**config.mk**
```make
export PLATFORM = sky130hd
export DESIGN_NAME = ldcr_top
export DESIGN_NICKNAME = d
export VERILOG_FILES = /design/src/ldcr_pkg.sv /design/src/ldcr_pc_sync.sv /design/src/ldcr_top.sv
export SDC_FILE = /design/constraint.sdc
export NUM_CORES = 1
export LEC_CHECK = 0
export ABC_AREA = 1
export BUFFER_PORTS_ARGS = -buffer_cell sky130_fd_sc_hd__buf_4
export CORE_ASPECT_RATIO = 0.9
export CORE_MARGIN = 2
export CORE_UTILIZATION = 25
export CTS_CLUSTER_SIZE = 28
export DETAILED_ROUTE_END_ITERATION = 10
export GPL_TIMING_DRIVEN = 1
export SETUP_SLACK_MARGIN = 0.2
export SLEW_MARGIN = 20
export SYNTH_ARGS = -nofsm -noshare
export SYNTH_HDL_FRONTEND = slang
export SYNTH_SLANG_ARGS = --single-unit
```
**constraint.sdc**
```tcl
create_clock -name REF_CLK_IN -period 2.6 [get_ports REF_CLK_IN]
set_input_delay 0 -clock REF_CLK_IN [delete_from_list [all_inputs] [get_ports REF_CLK_IN]]
set_output_delay 0 -clock REF_CLK_IN [all_outputs]
set_load 0.05 [all_outputs]
```
**src/ldcr_pkg.sv**
```systemverilog
// Constants for the LED driver control register bank
// What this block does
// - Rate bit picks 256 Hz or 558 Hz
// - Power save enable at config bit 5
// - Two-bit field selects controller clock source
// - Counter writes apply on slow clock tick
// - Counters are four bits, bits 3:0
// - Status read clears engine flag bits
// - Status bit 3 shows external clock use
// - Engine flags at status bits 2,1,0
// - Writing FFh to reset restores all registers
// - Fourth channel duty from its register when map field is 00
// - Fourth channel current at 0Fh, reset AFh
// - Channel map at 70h, reset 39h
// - Map field 00 direct, else engines 1-3
// - Engine mode 11b means direct control
package ldcr_pkg;

    // Register offsets
    localparam logic [7:0] ADDR_CONFIG   = 8'h08;
    localparam logic [7:0] ADDR_ENG1_CNT = 8'h09;
    localparam logic [7:0] ADDR_ENG2_CNT = 8'h0A;
    localparam logic [7:0] ADDR_ENG3_CNT = 8'h0A;
    localparam logic [7:0] ADDR_STATUS   = 8'h0C;
    localparam logic [7:0] ADDR_SOFT_RST = 8'h0D;
    localparam logic [7:0] ADDR_W_DUTY   = 8'h0E;
    localparam logic [7:0] ADDR_W_CUR    = 8'h0F;
    localparam logic [7:0] ADDR_MAP      = 8'h70;

    // Reset values
    localparam logic [7:0] RST_CONFIG  = 8'h00;
    localparam logic [3:0] RST_COUNTER = 4'h0;
    localparam logic [7:0] RST_SOFT    = 8'h00;
    localparam logic [7:0] RST_W_DUTY  = 8'h00;
    localparam logic [7:0] RST_W_CUR   = 8'hAF;
    localparam logic [7:0] RST_MAP     = 8'h39;
    localparam logic [7:0] SOFT_RST_KEY = 8'hFF;

    // Field positions and masks
    localparam int         CFG_RATE_BIT  = 6;
    localparam int         CFG_PS_BIT    = 5;
    localparam logic [7:0] CFG_MASK      = 8'h63;
    localparam int         ST_EXT_BIT    = 3;
    localparam int         MAP_W_LSB     = 6;

    // Clock source field codes
    localparam logic [1:0] SRC_EXTERNAL = 2'h0;
    localparam logic [1:0] SRC_INT_A    = 2'h1;
    localparam logic [1:0] SRC_AUTO     = 2'h2;
    localparam logic [1:0] SRC_INT_B    = 2'h3;

    // Source map and engine mode codes
    localparam logic [1:0] MAP_DIRECT  = 2'h0;
    localparam logic [1:0] MODE_DIRECT = 2'h3;

    // Timing
    localparam int REF_CLK_HZ    = 40000000;
    localparam int PWM_SLOW_HZ   = 256;
    localparam int PWM_FAST_HZ   = 558;
    localparam int PWM_STEPS     = 256;
    localparam int SLOW_CLK_HZ   = 32768;
    localparam int PWM_SLOW_DIV  = REF_CLK_HZ / (PWM_SLOW_HZ * PWM_STEPS);
    localparam int PWM_FAST_DIV  = REF_CLK_HZ / (PWM_FAST_HZ * PWM_STEPS);
    localparam int SLOW_TICK_DIV = REF_CLK_HZ / SLOW_CLK_HZ;
    localparam int DIV_W         = 11;

endpackage

```
**src/ldcr_pc_sync.sv**
```systemverilog
// One engine counter, applied on the slow clock tick
`timescale 1ns/10ps
module ldcr_pc_sync (
    // Clock and reset
    input  wire logic       clk_in,
    input  wire logic       rst_in,
    input  wire logic       ce_in,
    // Host side
    input  wire logic       wr_in,
    input  wire logic [3:0] wdata_in,
    // Slow domain tick
    input  wire logic       tick_in,
    // Applied counter
    output logic      [3:0] value_out
);

    logic [3:0] pending_reg;
    logic       armed_reg;

    // Latest write waits here until the next slow tick
    always_ff @(posedge clk_in) begin
        if (rst_in) begin
            pending_reg <= ldcr_pkg::RST_COUNTER;
            armed_reg   <= 1'b0;
        end else if (ce_in) begin
            if (wr_in) begin
                pending_reg <= wdata_in;
                armed_reg   <= 1'b1;
            end else if (tick_in) begin
                armed_reg <= 1'b0;
            end
        end
    end

    always_ff @(posedge clk_in) begin
        if (rst_in) begin
            value_out <= ldcr_pkg::RST_COUNTER;
        end else if (ce_in && tick_in && armed_reg && !wr_in) begin
            value_out <= pending_reg;
        end
    end

endmodule

```
**src/ldcr_top.sv**
```systemverilog
// Control register bank of a four-channel LED driver
`timescale 1ns/10ps
module ldcr_top (
    // Clock, reset, enable
    input  wire logic       REF_CLK_IN,
    input  wire logic       RST_IN,
    input  wire logic       CLK_EN_IN,
    // Register port from the serial front end
    input  wire logic [7:0] REG_ADDR_IN,
    input  wire logic [7:0] REG_WDATA_IN,
    input  wire logic       REG_WR_IN,
    input  wire logic       REG_RD_IN,
    output logic      [7:0] REG_RDATA_OUT,
    output logic            REG_RVALID_OUT,
    // Clock sources
    input  wire logic       EXTERNAL_SLOW_CLOCK_INPUT_IN,
    input  wire logic       EXT_CLK_DETECTED_IN,
    // Engines
    input  wire logic [2:0] ENGINE_IRQ_IN,
    input  wire logic [5:0] EXECUTION_MODE_IN,
    input  wire logic [7:0] ENG1_DUTY_IN,
    input  wire logic [7:0] ENG2_DUTY_IN,
    input  wire logic [7:0] ENG3_DUTY_IN,
    // Counters to the engines
    output logic      [3:0] ENGINE_ONE_COUNTER_VALUE_OUT,
    output logic      [3:0] ENGINE_TWO_COUNTER_VALUE_OUT,
    output logic      [3:0] ENGINE_THREE_COUNTER_VALUE_OUT,
    // Fourth channel and controls
    output logic            W_PWM_OUT,
    output logic      [7:0] W_CURRENT_OUT,
    output logic            POWER_SAVE_ENABLE_OUT,
    output logic            EXTERNAL_CLOCK_IN_USE_OUT,
    output logic      [7:0] CHANNEL_MAP_OUT
);

    logic [7:0]  config_reg;
    logic [7:0]  soft_rst_reg;
    logic [7:0]  w_duty_reg;
    logic [7:0]  map_reg;
    logic [2:0]  flag_reg;
    logic        ext_used_reg;
    logic        slow_in_reg;
    logic        slow_tick_reg;
    logic [10:0] int_div_reg;
    logic [10:0] pwm_div_reg;
    logic [7:0]  pwm_phase_reg;
    logic [7:0]  duty_hold_reg;
    logic [7:0]  duty_next;
    logic [7:0]  rdata_next;
    logic        local_rst;
    logic        wr_cfg;
    logic        wr_map;
    logic [2:0]  cnt_wr;
    logic [3:0]  cnt_val [3];
    logic [7:0]  eng_duty [3];
    logic [10:0] pwm_limit;

    // Address decode, shared by the write and read paths
    function automatic logic hit(input logic [7:0] addr, input logic [7:0] target);
        hit = (addr == target);
    endfunction

    assign local_rst = RST_IN || (CLK_EN_IN && REG_WR_IN
                       && hit(REG_ADDR_IN, ldcr_pkg::ADDR_SOFT_RST)
                       && (REG_WDATA_IN == ldcr_pkg::SOFT_RST_KEY));

    assign wr_cfg = REG_WR_IN && hit(REG_ADDR_IN, ldcr_pkg::ADDR_CONFIG);
    assign wr_map = REG_WR_IN && hit(REG_ADDR_IN, ldcr_pkg::ADDR_MAP);
    // Both upper counters share one offset, so a write there lands in each
    assign cnt_wr[0] = REG_WR_IN && hit(REG_ADDR_IN, ldcr_pkg::ADDR_ENG1_CNT);
    assign cnt_wr[1] = REG_WR_IN && hit(REG_ADDR_IN, ldcr_pkg::ADDR_ENG2_CNT);
    assign cnt_wr[2] = REG_WR_IN && hit(REG_ADDR_IN, ldcr_pkg::ADDR_ENG3_CNT);

    assign eng_duty[0] = ENG1_DUTY_IN;
    assign eng_duty[1] = ENG2_DUTY_IN;
    assign eng_duty[2] = ENG3_DUTY_IN;

    // Configuration register
    always_ff @(posedge REF_CLK_IN) begin
        if (local_rst) begin
            config_reg <= ldcr_pkg::RST_CONFIG;
        end else if (CLK_EN_IN && wr_cfg) begin
            config_reg <= REG_WDATA_IN & ldcr_pkg::CFG_MASK;
        end
    end

    // Soft reset register keeps other values as plain storage
    always_ff @(posedge REF_CLK_IN) begin
        if (local_rst) begin
            soft_rst_reg <= ldcr_pkg::RST_SOFT;
        end else if (CLK_EN_IN && REG_WR_IN && hit(REG_ADDR_IN, ldcr_pkg::ADDR_SOFT_RST)) begin
            soft_rst_reg <= REG_WDATA_IN;
        end
    end

    always_ff @(posedge REF_CLK_IN) begin
        if (local_rst) begin
            w_duty_reg <= ldcr_pkg::RST_W_DUTY;
        end else if (CLK_EN_IN && REG_WR_IN && hit(REG_ADDR_IN, ldcr_pkg::ADDR_W_DUTY)) begin
            w_duty_reg <= REG_WDATA_IN;
        end
    end

    always_ff @(posedge REF_CLK_IN) begin
        if (local_rst) begin
            W_CURRENT_OUT <= ldcr_pkg::RST_W_CUR;
        end else if (CLK_EN_IN && REG_WR_IN && hit(REG_ADDR_IN, ldcr_pkg::ADDR_W_CUR)) begin
            W_CURRENT_OUT <= REG_WDATA_IN;
        end
    end

    always_ff @(posedge REF_CLK_IN) begin
        if (local_rst) begin
            map_reg <= ldcr_pkg::RST_MAP;
        end else if (CLK_EN_IN && wr_map) begin
            map_reg <= REG_WDATA_IN;
        end
    end

    always_ff @(posedge REF_CLK_IN) begin
        if (local_rst) begin
            POWER_SAVE_ENABLE_OUT <= 1'b0;
            CHANNEL_MAP_OUT       <= ldcr_pkg::RST_MAP;
        end else if (CLK_EN_IN) begin
            POWER_SAVE_ENABLE_OUT <= config_reg[ldcr_pkg::CFG_PS_BIT];
            CHANNEL_MAP_OUT       <= map_reg;
        end
    end

    always_ff @(posedge REF_CLK_IN) begin
        if (local_rst) begin
            ext_used_reg <= 1'b1;
        end else if (CLK_EN_IN) begin
            case (config_reg[1:0])
                ldcr_pkg::SRC_EXTERNAL: ext_used_reg <= 1'b1;
                ldcr_pkg::SRC_AUTO:     ext_used_reg <= EXT_CLK_DETECTED_IN;
                ldcr_pkg::SRC_INT_A:    ext_used_reg <= 1'b0;
                ldcr_pkg::SRC_INT_B:    ext_used_reg <= 1'b0;
                default:                ext_used_reg <= 1'b0;
            endcase
        end
    end

    always_ff @(posedge REF_CLK_IN) begin
        if (local_rst) begin
            EXTERNAL_CLOCK_IN_USE_OUT <= 1'b1;
        end else if (CLK_EN_IN) begin
            EXTERNAL_CLOCK_IN_USE_OUT <= ext_used_reg;
        end
    end

    // Slow tick from the external input edge or the internal divider
    always_ff @(posedge REF_CLK_IN) begin
        if (local_rst) begin
            slow_in_reg   <= 1'b0;
            int_div_reg   <= '0;
            slow_tick_reg <= 1'b0;
        end else if (CLK_EN_IN) begin
            slow_in_reg <= EXTERNAL_SLOW_CLOCK_INPUT_IN;
            if (int_div_reg == 11'(ldcr_pkg::SLOW_TICK_DIV - 1)) begin
                int_div_reg <= '0;
            end else begin
                int_div_reg <= int_div_reg + 11'h001;
            end
            if (ext_used_reg) begin
                slow_tick_reg <= EXTERNAL_SLOW_CLOCK_INPUT_IN && !slow_in_reg;
            end else begin
                slow_tick_reg <= (int_div_reg == 11'(ldcr_pkg::SLOW_TICK_DIV - 1));
            end
        end
    end

    genvar gi;
    generate
        for (gi = 0; gi < 3; gi++) begin : g_cnt
            ldcr_pc_sync u_sync (
                .clk_in    (REF_CLK_IN),
                .rst_in    (local_rst),
                .ce_in     (CLK_EN_IN),
                .wr_in     (cnt_wr[gi]),
                .wdata_in  (REG_WDATA_IN[3:0]),
                .tick_in   (slow_tick_reg),
                .value_out (cnt_val[gi])
            );
        end
    endgenerate

    assign ENGINE_ONE_COUNTER_VALUE_OUT   = cnt_val[0];
    assign ENGINE_TWO_COUNTER_VALUE_OUT   = cnt_val[1];
    assign ENGINE_THREE_COUNTER_VALUE_OUT = cnt_val[2];

    always_ff @(posedge REF_CLK_IN) begin
        if (local_rst) begin
            flag_reg <= 3'h0;
        end else if (CLK_EN_IN) begin
            if (REG_RD_IN && hit(REG_ADDR_IN, ldcr_pkg::ADDR_STATUS)) begin
                flag_reg <= ENGINE_IRQ_IN;
            end else begin
                flag_reg <= flag_reg | ENGINE_IRQ_IN;
            end
        end
    end

    // Readback mux
    always_comb begin
        rdata_next = 8'h00;
        case (REG_ADDR_IN)
            ldcr_pkg::ADDR_CONFIG:   rdata_next = config_reg;
            ldcr_pkg::ADDR_ENG1_CNT: rdata_next = {4'h0, cnt_val[0]};
            // Shared offset reads back the second engine
            ldcr_pkg::ADDR_ENG2_CNT: rdata_next = {4'h0, cnt_val[1]};
            ldcr_pkg::ADDR_STATUS:   rdata_next = {4'h0, ext_used_reg, flag_reg};
            ldcr_pkg::ADDR_SOFT_RST: rdata_next = soft_rst_reg;
            ldcr_pkg::ADDR_W_DUTY:   rdata_next = w_duty_reg;
            ldcr_pkg::ADDR_W_CUR:    rdata_next = W_CURRENT_OUT;
            ldcr_pkg::ADDR_MAP:      rdata_next = map_reg;
            default:                 rdata_next = 8'h00;
        endcase
    end

    always_ff @(posedge REF_CLK_IN) begin
        if (local_rst) begin
            REG_RDATA_OUT  <= 8'h00;
            REG_RVALID_OUT <= 1'b0;
        end else if (CLK_EN_IN) begin
            REG_RVALID_OUT <= REG_RD_IN;
            if (REG_RD_IN) begin
                REG_RDATA_OUT <= rdata_next;
            end
        end
    end

    always_comb begin
        duty_next = w_duty_reg;
        case (map_reg[ldcr_pkg::MAP_W_LSB +: 2])
            ldcr_pkg::MAP_DIRECT: duty_next = w_duty_reg;
            2'h1: duty_next = (EXECUTION_MODE_IN[5:4] == ldcr_pkg::MODE_DIRECT) ? w_duty_reg : eng_duty[0];
            2'h2: duty_next = (EXECUTION_MODE_IN[3:2] == ldcr_pkg::MODE_DIRECT) ? w_duty_reg : eng_duty[1];
            2'h3: duty_next = (EXECUTION_MODE_IN[1:0] == ldcr_pkg::MODE_DIRECT) ? w_duty_reg : eng_duty[2];
            default: duty_next = w_duty_reg;
        endcase
    end

    assign pwm_limit = config_reg[ldcr_pkg::CFG_RATE_BIT] ? 11'(ldcr_pkg::PWM_FAST_DIV - 1)
                                                          : 11'(ldcr_pkg::PWM_SLOW_DIV - 1);

    // Duty is sampled once per period so a change never splits a pulse
    always_ff @(posedge REF_CLK_IN) begin
        if (local_rst) begin
            pwm_div_reg   <= '0;
            pwm_phase_reg <= 8'h00;
            duty_hold_reg <= 8'h00;
            W_PWM_OUT     <= 1'b0;
        end else if (CLK_EN_IN) begin
            if (pwm_div_reg >= pwm_limit) begin
                pwm_div_reg   <= '0;
                pwm_phase_reg <= pwm_phase_reg + 8'h01;
                if (pwm_phase_reg == 8'hFF) begin
                    duty_hold_reg <= duty_next;
                end
            end else begin
                pwm_div_reg <= pwm_div_reg + 11'h001;
            end
            W_PWM_OUT <= (pwm_phase_reg < duty_hold_reg);
        end
    end

endmodule

```
# [Yosys cells after proc, flatten, opt, wreduce, memory -nomap -nowiden]
# Cells that the tools add are included.
[classes] add_sub_neg=3 order_cmp=2 eq_ne=20 mux=14 bitwise_logic=1 reduce_logical=34
[ops] cell="one-hot mux 8 bit (8 select lines)" n=1
[ops] cell="== test 8 x 4 -> 1 bit, second input constant" n=7
[ops] cell="one-hot mux 8 bit (4 select lines)" n=1
[ops] cell="2-to-1 mux 8 bit" n=3
[ops] cell="adder 11 x 1 -> 11 bit, second input constant" n=2
[ops] cell="2-to-1 mux 11 bit" n=2
[ops] cell="logical AND 1 bit" n=18
[ops] cell="== test 8 bit, second input constant" n=2
[ops] cell="== test 2 bit, second input constant" n=7
[ops] cell="AND reduction 2 bit" n=6
[ops] cell="== test 11 bit, second input constant" n=1
[ops] cell="greater-or-equal comparator 11 x 10 -> 1 bit" n=1
[ops] cell="2-to-1 mux 10 bit" n=1
[ops] cell="adder 8 x 1 -> 8 bit, second input constant" n=1
[ops] cell="== test 8 x 7 -> 1 bit, second input constant" n=1
[ops] cell="< comparator 8 bit" n=1
[ops] cell="== test 2 x 1 -> 1 bit, second input constant" n=2
[ops] cell="logical NOT 2 bit" n=2
[ops] cell="2-to-1 mux 1 bit" n=4
[ops] cell="nonzero test 2 bit" n=2
[ops] cell="logical NOT 1 bit" n=3
[ops] cell="2-to-1 mux 3 bit" n=1
[ops] cell="OR 3 bit" n=1
[ops] cell="one-hot mux 1 bit (3 select lines)" n=1
[ops] cell="3 further kinds" n=3
[totals] ff_bits=118 in_bits=56 output_inout_bits=40 wordCells=99

# [Longest topological paths before layout]
# Gate-level depths: netlist (run 1).
[depth] ltp_word=4 ltp_mapped=13 ltp_nobuf=12

# [By module]
# From an unflattened synthesis (run 1), not the netlist that was laid out.
[hier_totals] cells_unflattened=940 hier_area_um2=6452.4
[by_module_without_submodules] module="ldcr_top" n_inst=1 cells_per_inst=796 area_each_um2=5378.9
[by_module_without_submodules] module="ldcr_pc_sync" n_inst=3 cells_per_inst=48 area_each_um2=357.8

# [Worst setup path before layout (run 1)]
# OpenSTA, ideal clock, no wires.
[synth_path] path_kind="reg2reg" startpoint="register config_reg[6]" endpoint="register duty_hold_reg[2]" setup_time_ns=0.110 arrival_time_ns=1.623 slack_ns=0.867 path_stages_with_launch=13 n_path_buf=1 synth_period_minus_slack_ns=1.733 cell_sequence="dfxtp_1 -> inv_1 -> ha_1 -> inv_1 -> nor2_1 -> nand2_1 -> nor2_1 -> nand2_1 -> nand3_1 -> clkbuf_1 -> nand4_1 -> nand2_1 -> nor2_1"
[synth_between] elab_chain_len=3
[synth_lines] item="from (decl)" line="ldcr_top.sv:36" source="logic [7:0] config_reg;"
[synth_lines] item="from (signal assigned)" line="ldcr_top.sv:81" source="config_reg <= ldcr_pkg::RST_CONFIG;"
[synth_lines] item="from (signal assigned)" line="ldcr_top.sv:83" source="config_reg <= REG_WDATA_IN & ldcr_pkg::CFG_MASK;"
[synth_lines] item="2-to-1 mux 10 bit" line="ldcr_top.sv:244" source="assign pwm_limit = config_reg[ldcr_pkg::CFG_RATE_BIT] ? 11'(ldcr_pkg::PWM_FAST_DIV - 1)"
[synth_lines] item="greater-or-equal comparator 11 x 10 -> 1 bit" line="ldcr_top.sv:255" source="if (pwm_div_reg >= pwm_limit) begin"
[synth_lines] item="AND reduction 3 bit (no source line)"
[synth_lines] item="to (signal assigned)" line="ldcr_top.sv:259" source="duty_hold_reg <= duty_next;"
[synth_lines] item="to (decl)" line="ldcr_top.sv:47" source="logic [7:0] duty_hold_reg;"
# Every way passes these cells.
# A chain may end at the register's enable or synchronous reset.

# [Worst setup path after layout (run 1)]
[layout_path] startpoint="register map_reg[7]" endpoint="register duty_hold_reg[3]"
[layout_between] elab_chain_len=2
[layout_lines] item="from (decl)" line="ldcr_top.sv:39" source="logic [7:0] map_reg;"
[layout_lines] item="from (signal assigned)" line="ldcr_top.sv:114" source="map_reg <= ldcr_pkg::RST_MAP;"
[layout_lines] item="== test 2 bit (tied with other cells)" line="ldcr_top.sv:235" source="case (map_reg[ldcr_pkg::MAP_W_LSB +: 2])"
[layout_lines] item="one-hot mux 8 bit (4 select lines) *" line="ldcr_top.sv:235"
# Mark *: on every way between the ends. The rest lies on a longest branch, timed or not.

==> out/metrics.cfg, run 1 <==
[hold_path]
hold_path.class=in2reg

[logic_synthesis]
synth.cell_area_mm2=0.00623
synth_seq_cells=118
distinct_cell_type_count_after_synthesis=36
yosys.area.top_type=sky130_fd_sc_hd__dfxtp_1
synth-main-ff-cell=sky130_fd_sc_hd__dfxtp_1
synth_edf_count=0
asyncSetResetFlopFracSynth=0
top_cells_by_area_in_the_synthesized_netlist=sky130_fd_sc_hd__dfxtp_1 (38%), sky130_fd_sc_hd__nand2_1 (15%), sky130_fd_sc_hd__nand3_1 (9.9%), sky130_fd_sc_hd__a21oi_1 (6.5%), sky130_fd_sc_hd__inv_1 (5.4%)
yosysTopAreaCellShare=0.379
mapped_avg_cell_area_um2=6.78
syn_inst=919
ys_seq_area_frac=0.379
synth_nets=992
yosys_warnings=0

[sta]
worst-slew-pin-transition_ps=718
timing.final.setup_violations=0
max_slew_margin_vs_limit=0.521
worst_clock_skew_ps=5.16
slew_violations=0
hold_viol_final=0
hold-worst-slack_ps=10.9
finalWorstPathRequiredPeriod_ps=2150
rsz0062_at_grt=no
max_freq_mhz=464
final_min_period_over_clock_period=0.829
fin_setup_tns_ps=0

[final_layout]
drive_above_1_share=0.149
diodes=0
layout.nets=1095
stdcell_count=1370
fillers=2635
register_area_mm2=0.00236
area_growth_syn_to_layout_pct=28.2
multi_input_area_mm2=0.00330

[grt]
via_count_of_the_first_global_routing_pass=5871
wire_length_of_the_first_global_routing_pass_um=30500
grt_use_total=0.147
antenna_found_initial=0
grt_overflow_total=0
grt_start_max_net_pins=59

[power]
share_comb_of_total_power=0.072
power.total_w=0.00449
max_rail_drop_vdd_mv=0.392
power_density_mw_per_mm2=561
internal_power_w=0.00345
clkPwrFrac=0.518
netSwitchingFraction=0.232
total_switching_power_w=0.00104
pwr-share-seq=0.411
leakage_nw=3.38

[critical_path]
critical_path_arrival_ps=2510
timing.setup.critical_path_class=reg2reg
reg2reg_from=map_reg[7]$_SDFFE_PP0P_
cp_slowest_cell=sky130_fd_sc_hd__dlygate4sd3_1
startpoint_type=register
timing.critical_path.cells=inv_1 > nor2_1 > o211ai_1 > nand4_1 > dlygate4sd3_1 > nor2_1 > nor2_1
worstSetupStartpoint=map_reg[7]$_SDFFE_PP0P_
critical_path_peak_fanout=8
ff2ff_setup_slack_ps=450
ff2ff_path_depth=7
critPathMostFrequentCell=sky130_fd_sc_hd__nor2_1
cp-endpoint=duty_hold_reg[3]$_SDFFE_PP0P_
crit_path_max_cell_delay_ps=560
timing.critical_path.to_type=register
critical_path_required_ps=2950
crit-reg2reg-capture=duty_hold_reg[3]$_SDFFE_PP0P_

[drt]
drt-initial-drc-count=376
drcViolationCount=0
post_drt_via_cell_ratio=4.65
detail_routed_net_length_per_standard_cell_um=13.7
totalWireLength_um=18800
vias=6370
first_pass_iters=4
antenna_violating_nets_post_route=0

[clock_network]
tritoncts=built
cts_inserted_buffers=17
cts-root-to-sink-buffers=2
cts_max_level=4
worst_skew_pair_latency_ps=410
cts_clk_pin_slew_worst_paths_ps=50
ctsResizeCount=0
root_buffer=sky130_fd_sc_hd__clkbuf_16
post-cts-setup-buffer-count=0
clkSinkCount=118

[floorplan]
area_enclosed_by_the_die_boundary_mm2=0.0262
floorplan.initialDensity=0.256
std_cell_rows=54
core_mm2=0.0244
fp.dieW_um=170
die-height_um=154
boundaryPins=96

[placed_design]
routabilityCongestion=0.834
placement.io_buffers=95
placedCellCount=1322
post-dp-hpwl_um=13800

[status]
run_status=completed

[flow_run]
cap_violations=0

==> worst min path at each step <==
stage / start / end / slack [ps] / depth (start not counted)
after floorplan: REG_WDATA_IN[2] / W_CURRENT_OUT[2]$_SDFFE_PP1P_ / 130 / 2
after global placement: ENGINE_IRQ_IN[1] / flag_reg[1]$_SDFFE_PP0P_ / 280 / 3
after detailed placement: ENGINE_IRQ_IN[2] / flag_reg[2]$_SDFFE_PP0P_ / 280 / 3
after CTS: EXT_CLK_DETECTED_IN / ext_used_reg$_SDFFE_PP1P_ / 3 / 5
after global routing: ENG1_DUTY_IN[1] / duty_hold_reg[1]$_SDFFE_PP0P_ / 30 / 5
final: ENG2_DUTY_IN[1] / duty_hold_reg[1]$_SDFFE_PP0P_ / 10 / 5
==> layout by cell type, fill, tap and decap left out, types with 19 or more instances in the layout <==
master                      n
sky130_fd_sc_hd__nor2_1    82
sky130_fd_sc_hd__inv_1     90
sky130_fd_sc_hd__nand3_1  123
sky130_fd_sc_hd__nand2_1  245
sky130_fd_sc_hd__dfxtp_1  118
sky130_fd_sc_hd__o21ai_0   19
sky130_fd_sc_hd__a21oi_1   81
sky130_fd_sc_hd__buf_4    103
sky130_fd_sc_hd__nand4_1   32
==> timing repair <==
| item | 4_1_cts | 5_1_grt |
|---|---|---|
| hold buffers | 17 | 0 |
| hold endpoints to repair | 51 | 0 |
| endpoints found under the setup margin | 0 | 0 |
==> per-layer routing <==
metal | vias to the layer above | share of wire | track usage
met3 | 18 | 0.070 | 0.0371
met5 | - | 0 | 0
li1 | 3237 | - | -
met4 | 0 | 0.011 | 0.0391
met2 | 204 | 0.44 | 0.227
met1 | 2911 | 0.48 | 0.205
==> cells by family after synthesis <==
group           Yosys count  share of synthesized area
compound gates          120                      0.105
buf+inv                 133                     0.0919
xor+xnor                 19                     0.0267
simple gates            512                      0.364
fa+ha+maj                17                     0.0341
flops                   118                      0.379
==> cell type report <==
cell class	count	share of cell area
clock inverter	9	0.0125
timing repair buffer	121	0.121
tap	336	0.0526
clock buffer	22	0.0606
multi-input combinational	668	0.413
sequential	118	0.296
inverter	96	0.0454
==> power by group through the flow <==
stage	clock (W)	sequential (W)	combinational (W)
after floorplan	0	0.00189	0.000153
after global placement	0	0.00188	0.000302
after detailed placement	0	0.00188	0.000304
after CTS	0.00236	0.00184	0.000323
after global routing	0.00244	0.00184	0.000355
final	0.00232	0.00184	0.000322
==> worst max-delay path, delay by kind of cell (launching register included) <==
kind	cells	cell delay [ps]
compound gates	1	190
buf+inv	2	670
flops	1	440
simple gates	4	790
==> synthesized netlist by cell type (4+ instances only) <==
library cell / count
sky130_fd_sc_hd__nand2_1: 245
sky130_fd_sc_hd__nand3_1: 123
sky130_fd_sc_hd__dfxtp_1: 118
sky130_fd_sc_hd__inv_1: 90
sky130_fd_sc_hd__nor2_1: 82
sky130_fd_sc_hd__a21oi_1: 81
sky130_fd_sc_hd__nand4_1: 32
sky130_fd_sc_hd__o21ai_0: 19
sky130_fd_sc_hd__ha_1: 17
sky130_fd_sc_hd__buf_2: 15
sky130_fd_sc_hd__xor2_1: 14
sky130_fd_sc_hd__o211ai_1: 13
sky130_fd_sc_hd__clkbuf_1: 12
sky130_fd_sc_hd__nor3_1: 11
sky130_fd_sc_hd__buf_6: 5
sky130_fd_sc_hd__xnor2_1: 5
sky130_fd_sc_hd__buf_4: 4
sky130_fd_sc_hd__nand2_2: 4
==> metrics by stage <==
| stage | instance area (um2) | utilization | setup slack [ps] |
|---|---|---|---|
| finish | 7990 | 0.328 | 445 |
| global route | 7990 | 0.328 | 230 |
| CTS | 7990 | 0.328 | 423 |
| detailed placement | 7240 | 0.297 | 535 |
| global placement | 7240 | 0.297 | 604 |
| floorplan | 6230 | - | 867 |
Note: power is estimated with default switching activity, not from simulation.
==> run 2, diff against run 1 <==
Settings changed: ABC_AREA 1 to 0.
Clock period 2.6 ns to 2.1 ns, I/O delays scaled along.
==> out/metrics.cfg, run 2 <==
[status]
run_status=completed  ; unchanged

[logic_synthesis]
muxShareOfSynthArea=0.0933  ; was 0
synth_seq_cells=118  ; unchanged
synth-adder-area-share=0.0367  ; was 0.0341
dominant_combinational_cell_family_by_area_after_synthesis=simple AND/OR/NAND/NOR gates  ; unchanged
synthSimpleGateAreaFrac=0.223  ; was 0.364
ys_seq_area_frac=0.408  ; was 0.379
asyncSetResetFlopFracSynth=0  ; unchanged
yosys_warnings=0  ; unchanged
synth.cell_area_mm2=0.00580  ; was 0.00623 mm2
most_common_library_cells_after_synthesis=sky130_fd_sc_hd__dfxtp_1 (118), sky130_fd_sc_hd__nor2_1 (87), sky130_fd_sc_hd__nand2_1 (75)  ; was sky130_fd_sc_hd__nand2_1 (245), sky130_fd_sc_hd__nand3_1 (123), sky130_fd_sc_hd__dfxtp_1 (118)
synth_edf_count=0  ; unchanged
synth_xor_xnor_area_share=0.0363  ; was 0.0267
mapped_avg_cell_area_um2=8.69  ; was 6.78 um2
yosys.area.top_type=sky130_fd_sc_hd__dfxtp_1  ; unchanged
synth_compound_gate_area_share=0.142  ; was 0.105
distinct_cell_type_count_after_synthesis=63  ; was 36
synth.most_common_cell=sky130_fd_sc_hd__dfxtp_1  ; was sky130_fd_sc_hd__nand2_1
yosysTopAreaCellShare=0.408  ; was 0.379
top_cells_by_area_in_the_synthesized_netlist=sky130_fd_sc_hd__dfxtp_1 (41%), sky130_fd_sc_hd__mux2i_1 (9.3%), sky130_fd_sc_hd__nor2_1 (5.6%), sky130_fd_sc_hd__nand2_1 (4.9%), sky130_fd_sc_hd__a21oi_1 (4.3%)  ; was sky130_fd_sc_hd__dfxtp_1 (38%), sky130_fd_sc_hd__nand2_1 (15%), sky130_fd_sc_hd__nand3_1 (9.9%), sky130_fd_sc_hd__a21oi_1 (6.5%), sky130_fd_sc_hd__inv_1 (5.4%)
synth-main-ff-cell=sky130_fd_sc_hd__dfxtp_1  ; unchanged
synth_nets=740  ; was 992
syn_inst=667  ; was 919

[sta]
worst-slew-pin-transition_ps=681  ; was 718 ps
hold_viol_final=0  ; unchanged
finalWorstPathRequiredPeriod_ps=1960  ; was 2150 ps
timing.final.setup_violations=0  ; unchanged
rsz0062_at_grt=yes  ; was no
worst_clock_skew_ps=7.01  ; was 5.16 ps
fin_setup_tns_ps=0  ; unchanged
max_freq_mhz=510  ; was 464 MHz
final_min_period_over_clock_period=0.933  ; was 0.829
slew_violations=0  ; unchanged
max_slew_margin_vs_limit=0.546  ; was 0.521
hold-worst-slack_ps=14.5  ; was 10.9 ps

[placed_design]
routabilityCongestion=0.832  ; was 0.834
post-dp-hpwl_um=12500  ; was 13800 um
placement.io_buffers=95  ; unchanged
placedCellCount=1043  ; was 1322

[clock_network]
worst_skew_pair_latency_ps=420  ; was 410 ps
clkSinkCount=118  ; unchanged
cts_max_level=4  ; unchanged
cts_inserted_buffers=17  ; unchanged
cts_clk_pin_slew_worst_paths_ps=60  ; was 50 ps
tritoncts=built  ; unchanged
root_buffer=sky130_fd_sc_hd__clkbuf_16  ; unchanged
cts-root-to-sink-buffers=2  ; unchanged

[hold_path]
hold_path.class=in2reg  ; unchanged
hold_path_end=g_cnt[2].u_sync.value_out[2]$_SDFFE_PP0P_  ; was duty_hold_reg[1]$_SDFFE_PP0P_
cell_count_of_the_worst_hold_path=4  ; was 5
worst_hold_startpoint=REG_WR_IN  ; was ENG2_DUTY_IN[1]

[power]
pwr-share-seq=0.388  ; was 0.411
leakage_nw=3.01  ; was 3.38 nW
clkPwrFrac=0.549  ; was 0.518
power_density_mw_per_mm2=744  ; was 561 mW/mm2
power.total_w=0.00584  ; was 0.00449 W
internal_power_w=0.00458  ; was 0.00345 W
share_comb_of_total_power=0.063  ; was 0.072
total_switching_power_w=0.00126  ; was 0.00104 W
netSwitchingFraction=0.216  ; was 0.232
max_rail_drop_vdd_mv=0.550  ; was 0.392 mV

[drt]
vias=5252  ; was 6370
totalWireLength_um=17300  ; was 18800 um
drt-initial-drc-count=343  ; was 376
post_drt_via_cell_ratio=4.79  ; was 4.65
first_pass_iters=5  ; was 4
detail_routed_net_length_per_standard_cell_um=15.8  ; was 13.7 um
drcViolationCount=0  ; unchanged
antenna_violating_nets_post_route=0  ; unchanged

[final_layout]
diodes=0  ; unchanged
stdcell_count=1096  ; was 1370
fillers=2362  ; was 2635
mostFrequentLayoutCell=sky130_fd_sc_hd__buf_4  ; was sky130_fd_sc_hd__nand2_1
layout.nets=859  ; was 1095
area_growth_syn_to_layout_pct=35.3  ; was 28.2%
finalCoreUtilization=0.346  ; was 0.328
final_cell_mix=sky130_fd_sc_hd__buf_4 (119), sky130_fd_sc_hd__dfxtp_1 (117), sky130_fd_sc_hd__nor2_1 (83), sky130_fd_sc_hd__nand2_1 (75), sky130_fd_sc_hd__mux2i_1 (54)  ; was sky130_fd_sc_hd__nand2_1 (245), sky130_fd_sc_hd__nand3_1 (123), sky130_fd_sc_hd__dfxtp_1 (118), sky130_fd_sc_hd__buf_4 (103), sky130_fd_sc_hd__inv_1 (90)
drive_above_1_share=0.258  ; was 0.149

[critical_path]
ff2ff_setup_slack_ps=140  ; was 450 ps
timing.setup.critical_path_class=reg2reg  ; unchanged
critical_path_arrival_ps=2320  ; was 2510 ps
startpoint_type=register  ; unchanged
ff2ff_path_depth=10  ; was 7
critical_path_peak_fanout=8  ; unchanged
critical_path_required_ps=2460  ; was 2950 ps
timing.critical_path.to_type=register  ; unchanged
reg2reg_from=config_reg[6]$_SDFFE_PP0P_  ; was map_reg[7]$_SDFFE_PP0P_
timing.critical_path.cells=inv_6 > ha_4 > nand2b_4 > nor4_4 > o21ai_2 > buf_6 > a21oi_4 > buf_12 > o211ai_1 > a21oi_2  ; was inv_1 > nor2_1 > o211ai_1 > nand4_1 > dlygate4sd3_1 > nor2_1 > nor2_1
cp_slowest_cell=sky130_fd_sc_hd__dfxtp_4  ; was sky130_fd_sc_hd__dlygate4sd3_1
crit_path_max_cell_delay_ps=390  ; was 560 ps
crit-reg2reg-capture=duty_hold_reg[4]$_SDFFE_PP0P_  ; was duty_hold_reg[3]$_SDFFE_PP0P_

[floorplan]
std_cell_rows=52  ; was 54
area_enclosed_by_the_die_boundary_mm2=0.0244  ; was 0.0262 mm2
floorplan.initialDensity=0.256  ; about the same
fp.dieW_um=164  ; was 170 um
core_mm2=0.0226  ; was 0.0244 mm2
die-height_um=148  ; was 154 um
boundaryPins=96  ; unchanged

[grt]
antenna_found_initial=0  ; unchanged
grt_use_total=0.141  ; was 0.147
via_count_of_the_first_global_routing_pass=4872  ; was 5871
grt_overflow_total=0  ; unchanged
grt_start_max_net_pins=47  ; was 59
wire_length_of_the_first_global_routing_pass_um=26700  ; was 30500 um

[flow_run]
cap_violations=0  ; unchanged

-- run 2: worst max path at each step --
stage	startpoint	to	depth (start not counted)
floorplan	config_reg[6]$_SDFFE_PP0P_	pwm_div_reg[1]$_SDFFE_PP0P_	8
detailed placement	config_reg[6]$_SDFFE_PP0P_	duty_hold_reg[4]$_SDFFE_PP0P_	8
finish	config_reg[6]$_SDFFE_PP0P_	duty_hold_reg[4]$_SDFFE_PP0P_	10
global route	config_reg[6]$_SDFFE_PP0P_	duty_hold_reg[1]$_SDFFE_PP0P_	10
global placement	config_reg[6]$_SDFFE_PP0P_	duty_hold_reg[4]$_SDFFE_PP0P_	8
CTS	config_reg[6]$_SDFFE_PP0P_	pwm_phase_reg[2]$_SDFFE_PP0P_	9
-- run 2: cells by family (layout without fill, tap and decap cells) --
group                      count (synthesis)  after routing
and+or+nand+nor                          274            274
adders and majority gates                 17             17
DFF                                      118            118
buffers and inverters                     54            185
muxes                                     54             54
xor gates and xnor gates                  24             24
AOI/OAI and AO/OA                        126            127
-- run 2: worst max-delay path: cells and delay by family, from the launching register on --
| kind | cells | cell delay [ps] |
|---|---|---|
| AO/OA/AOI/OAI | 4 | 540 |
| adder cells (fa/ha/maj) | 1 | 280 |
| buffers and inverters | 3 | 340 |
| flip-flops | 1 | 390 |
| AND/OR/NAND/NOR | 2 | 340 |
-- run 2: cell type report --
| class | count | area, um2 | share of cell area |
|---|---|---|---|
| multi-input combinational | 496 | 3250 | 0.415 |
| sequential | 118 | 2370 | 0.302 |
| clock buffer | 19 | 453 | 0.0578 |
| tap | 297 | 372 | 0.0474 |
| clock inverter | 13 | 203 | 0.0258 |
| timing repair buffer | 140 | 1140 | 0.146 |
| inverter | 13 | 53.8 | 0.00686 |
-- run 2: power by group through the flow --
| stage | Combinational [W] | Sequential (W) | Clock, W |
|---|---|---|---|
| 3_3_place_gp | 0.000330 | 0.00232 | 0 |
| 6_report | 0.000367 | 0.00227 | 0.00320 |
| 5_1_grt | 0.000392 | 0.00227 | 0.00337 |
| 3_5_place_dp | 0.000332 | 0.00232 | 0 |
| 2_1_floorplan | 0.000172 | 0.00232 | 0 |
| 4_1_cts | 0.000358 | 0.00227 | 0.00325 |
-- run 2: metrics by stage --
stage / instance area (um2) / setup slack (ps)
after detailed placement: 6810 / -100
after global routing: 7840 / 61.0
after CTS: 7670 / 201
after floorplan: 5830 / 205
final: 7840 / 140
after global placement: 6810 / -32.7
-- run 2: repair_timing --
item | in CTS | in global routing
pin swaps | 4 | 10
endpoints found under the hold margin | 53 | 0
hold buffers | 15 | 0
setup buffers | 2 | 2
resized for setup | 7 | 24
gates cloned | 0 | 2
setup endpoints to repair | 27 | 37
-- run 2: per-layer routing --
| metal | track usage | routed length, um |
|---|---|---|
| met1 | 0.197 | 8330 |
| met4 | 0.0291 | 167 |
| met5 | 0 | 0 |
| met3 | 0.0435 | 961 |
| met2 | 0.215 | 7890 |
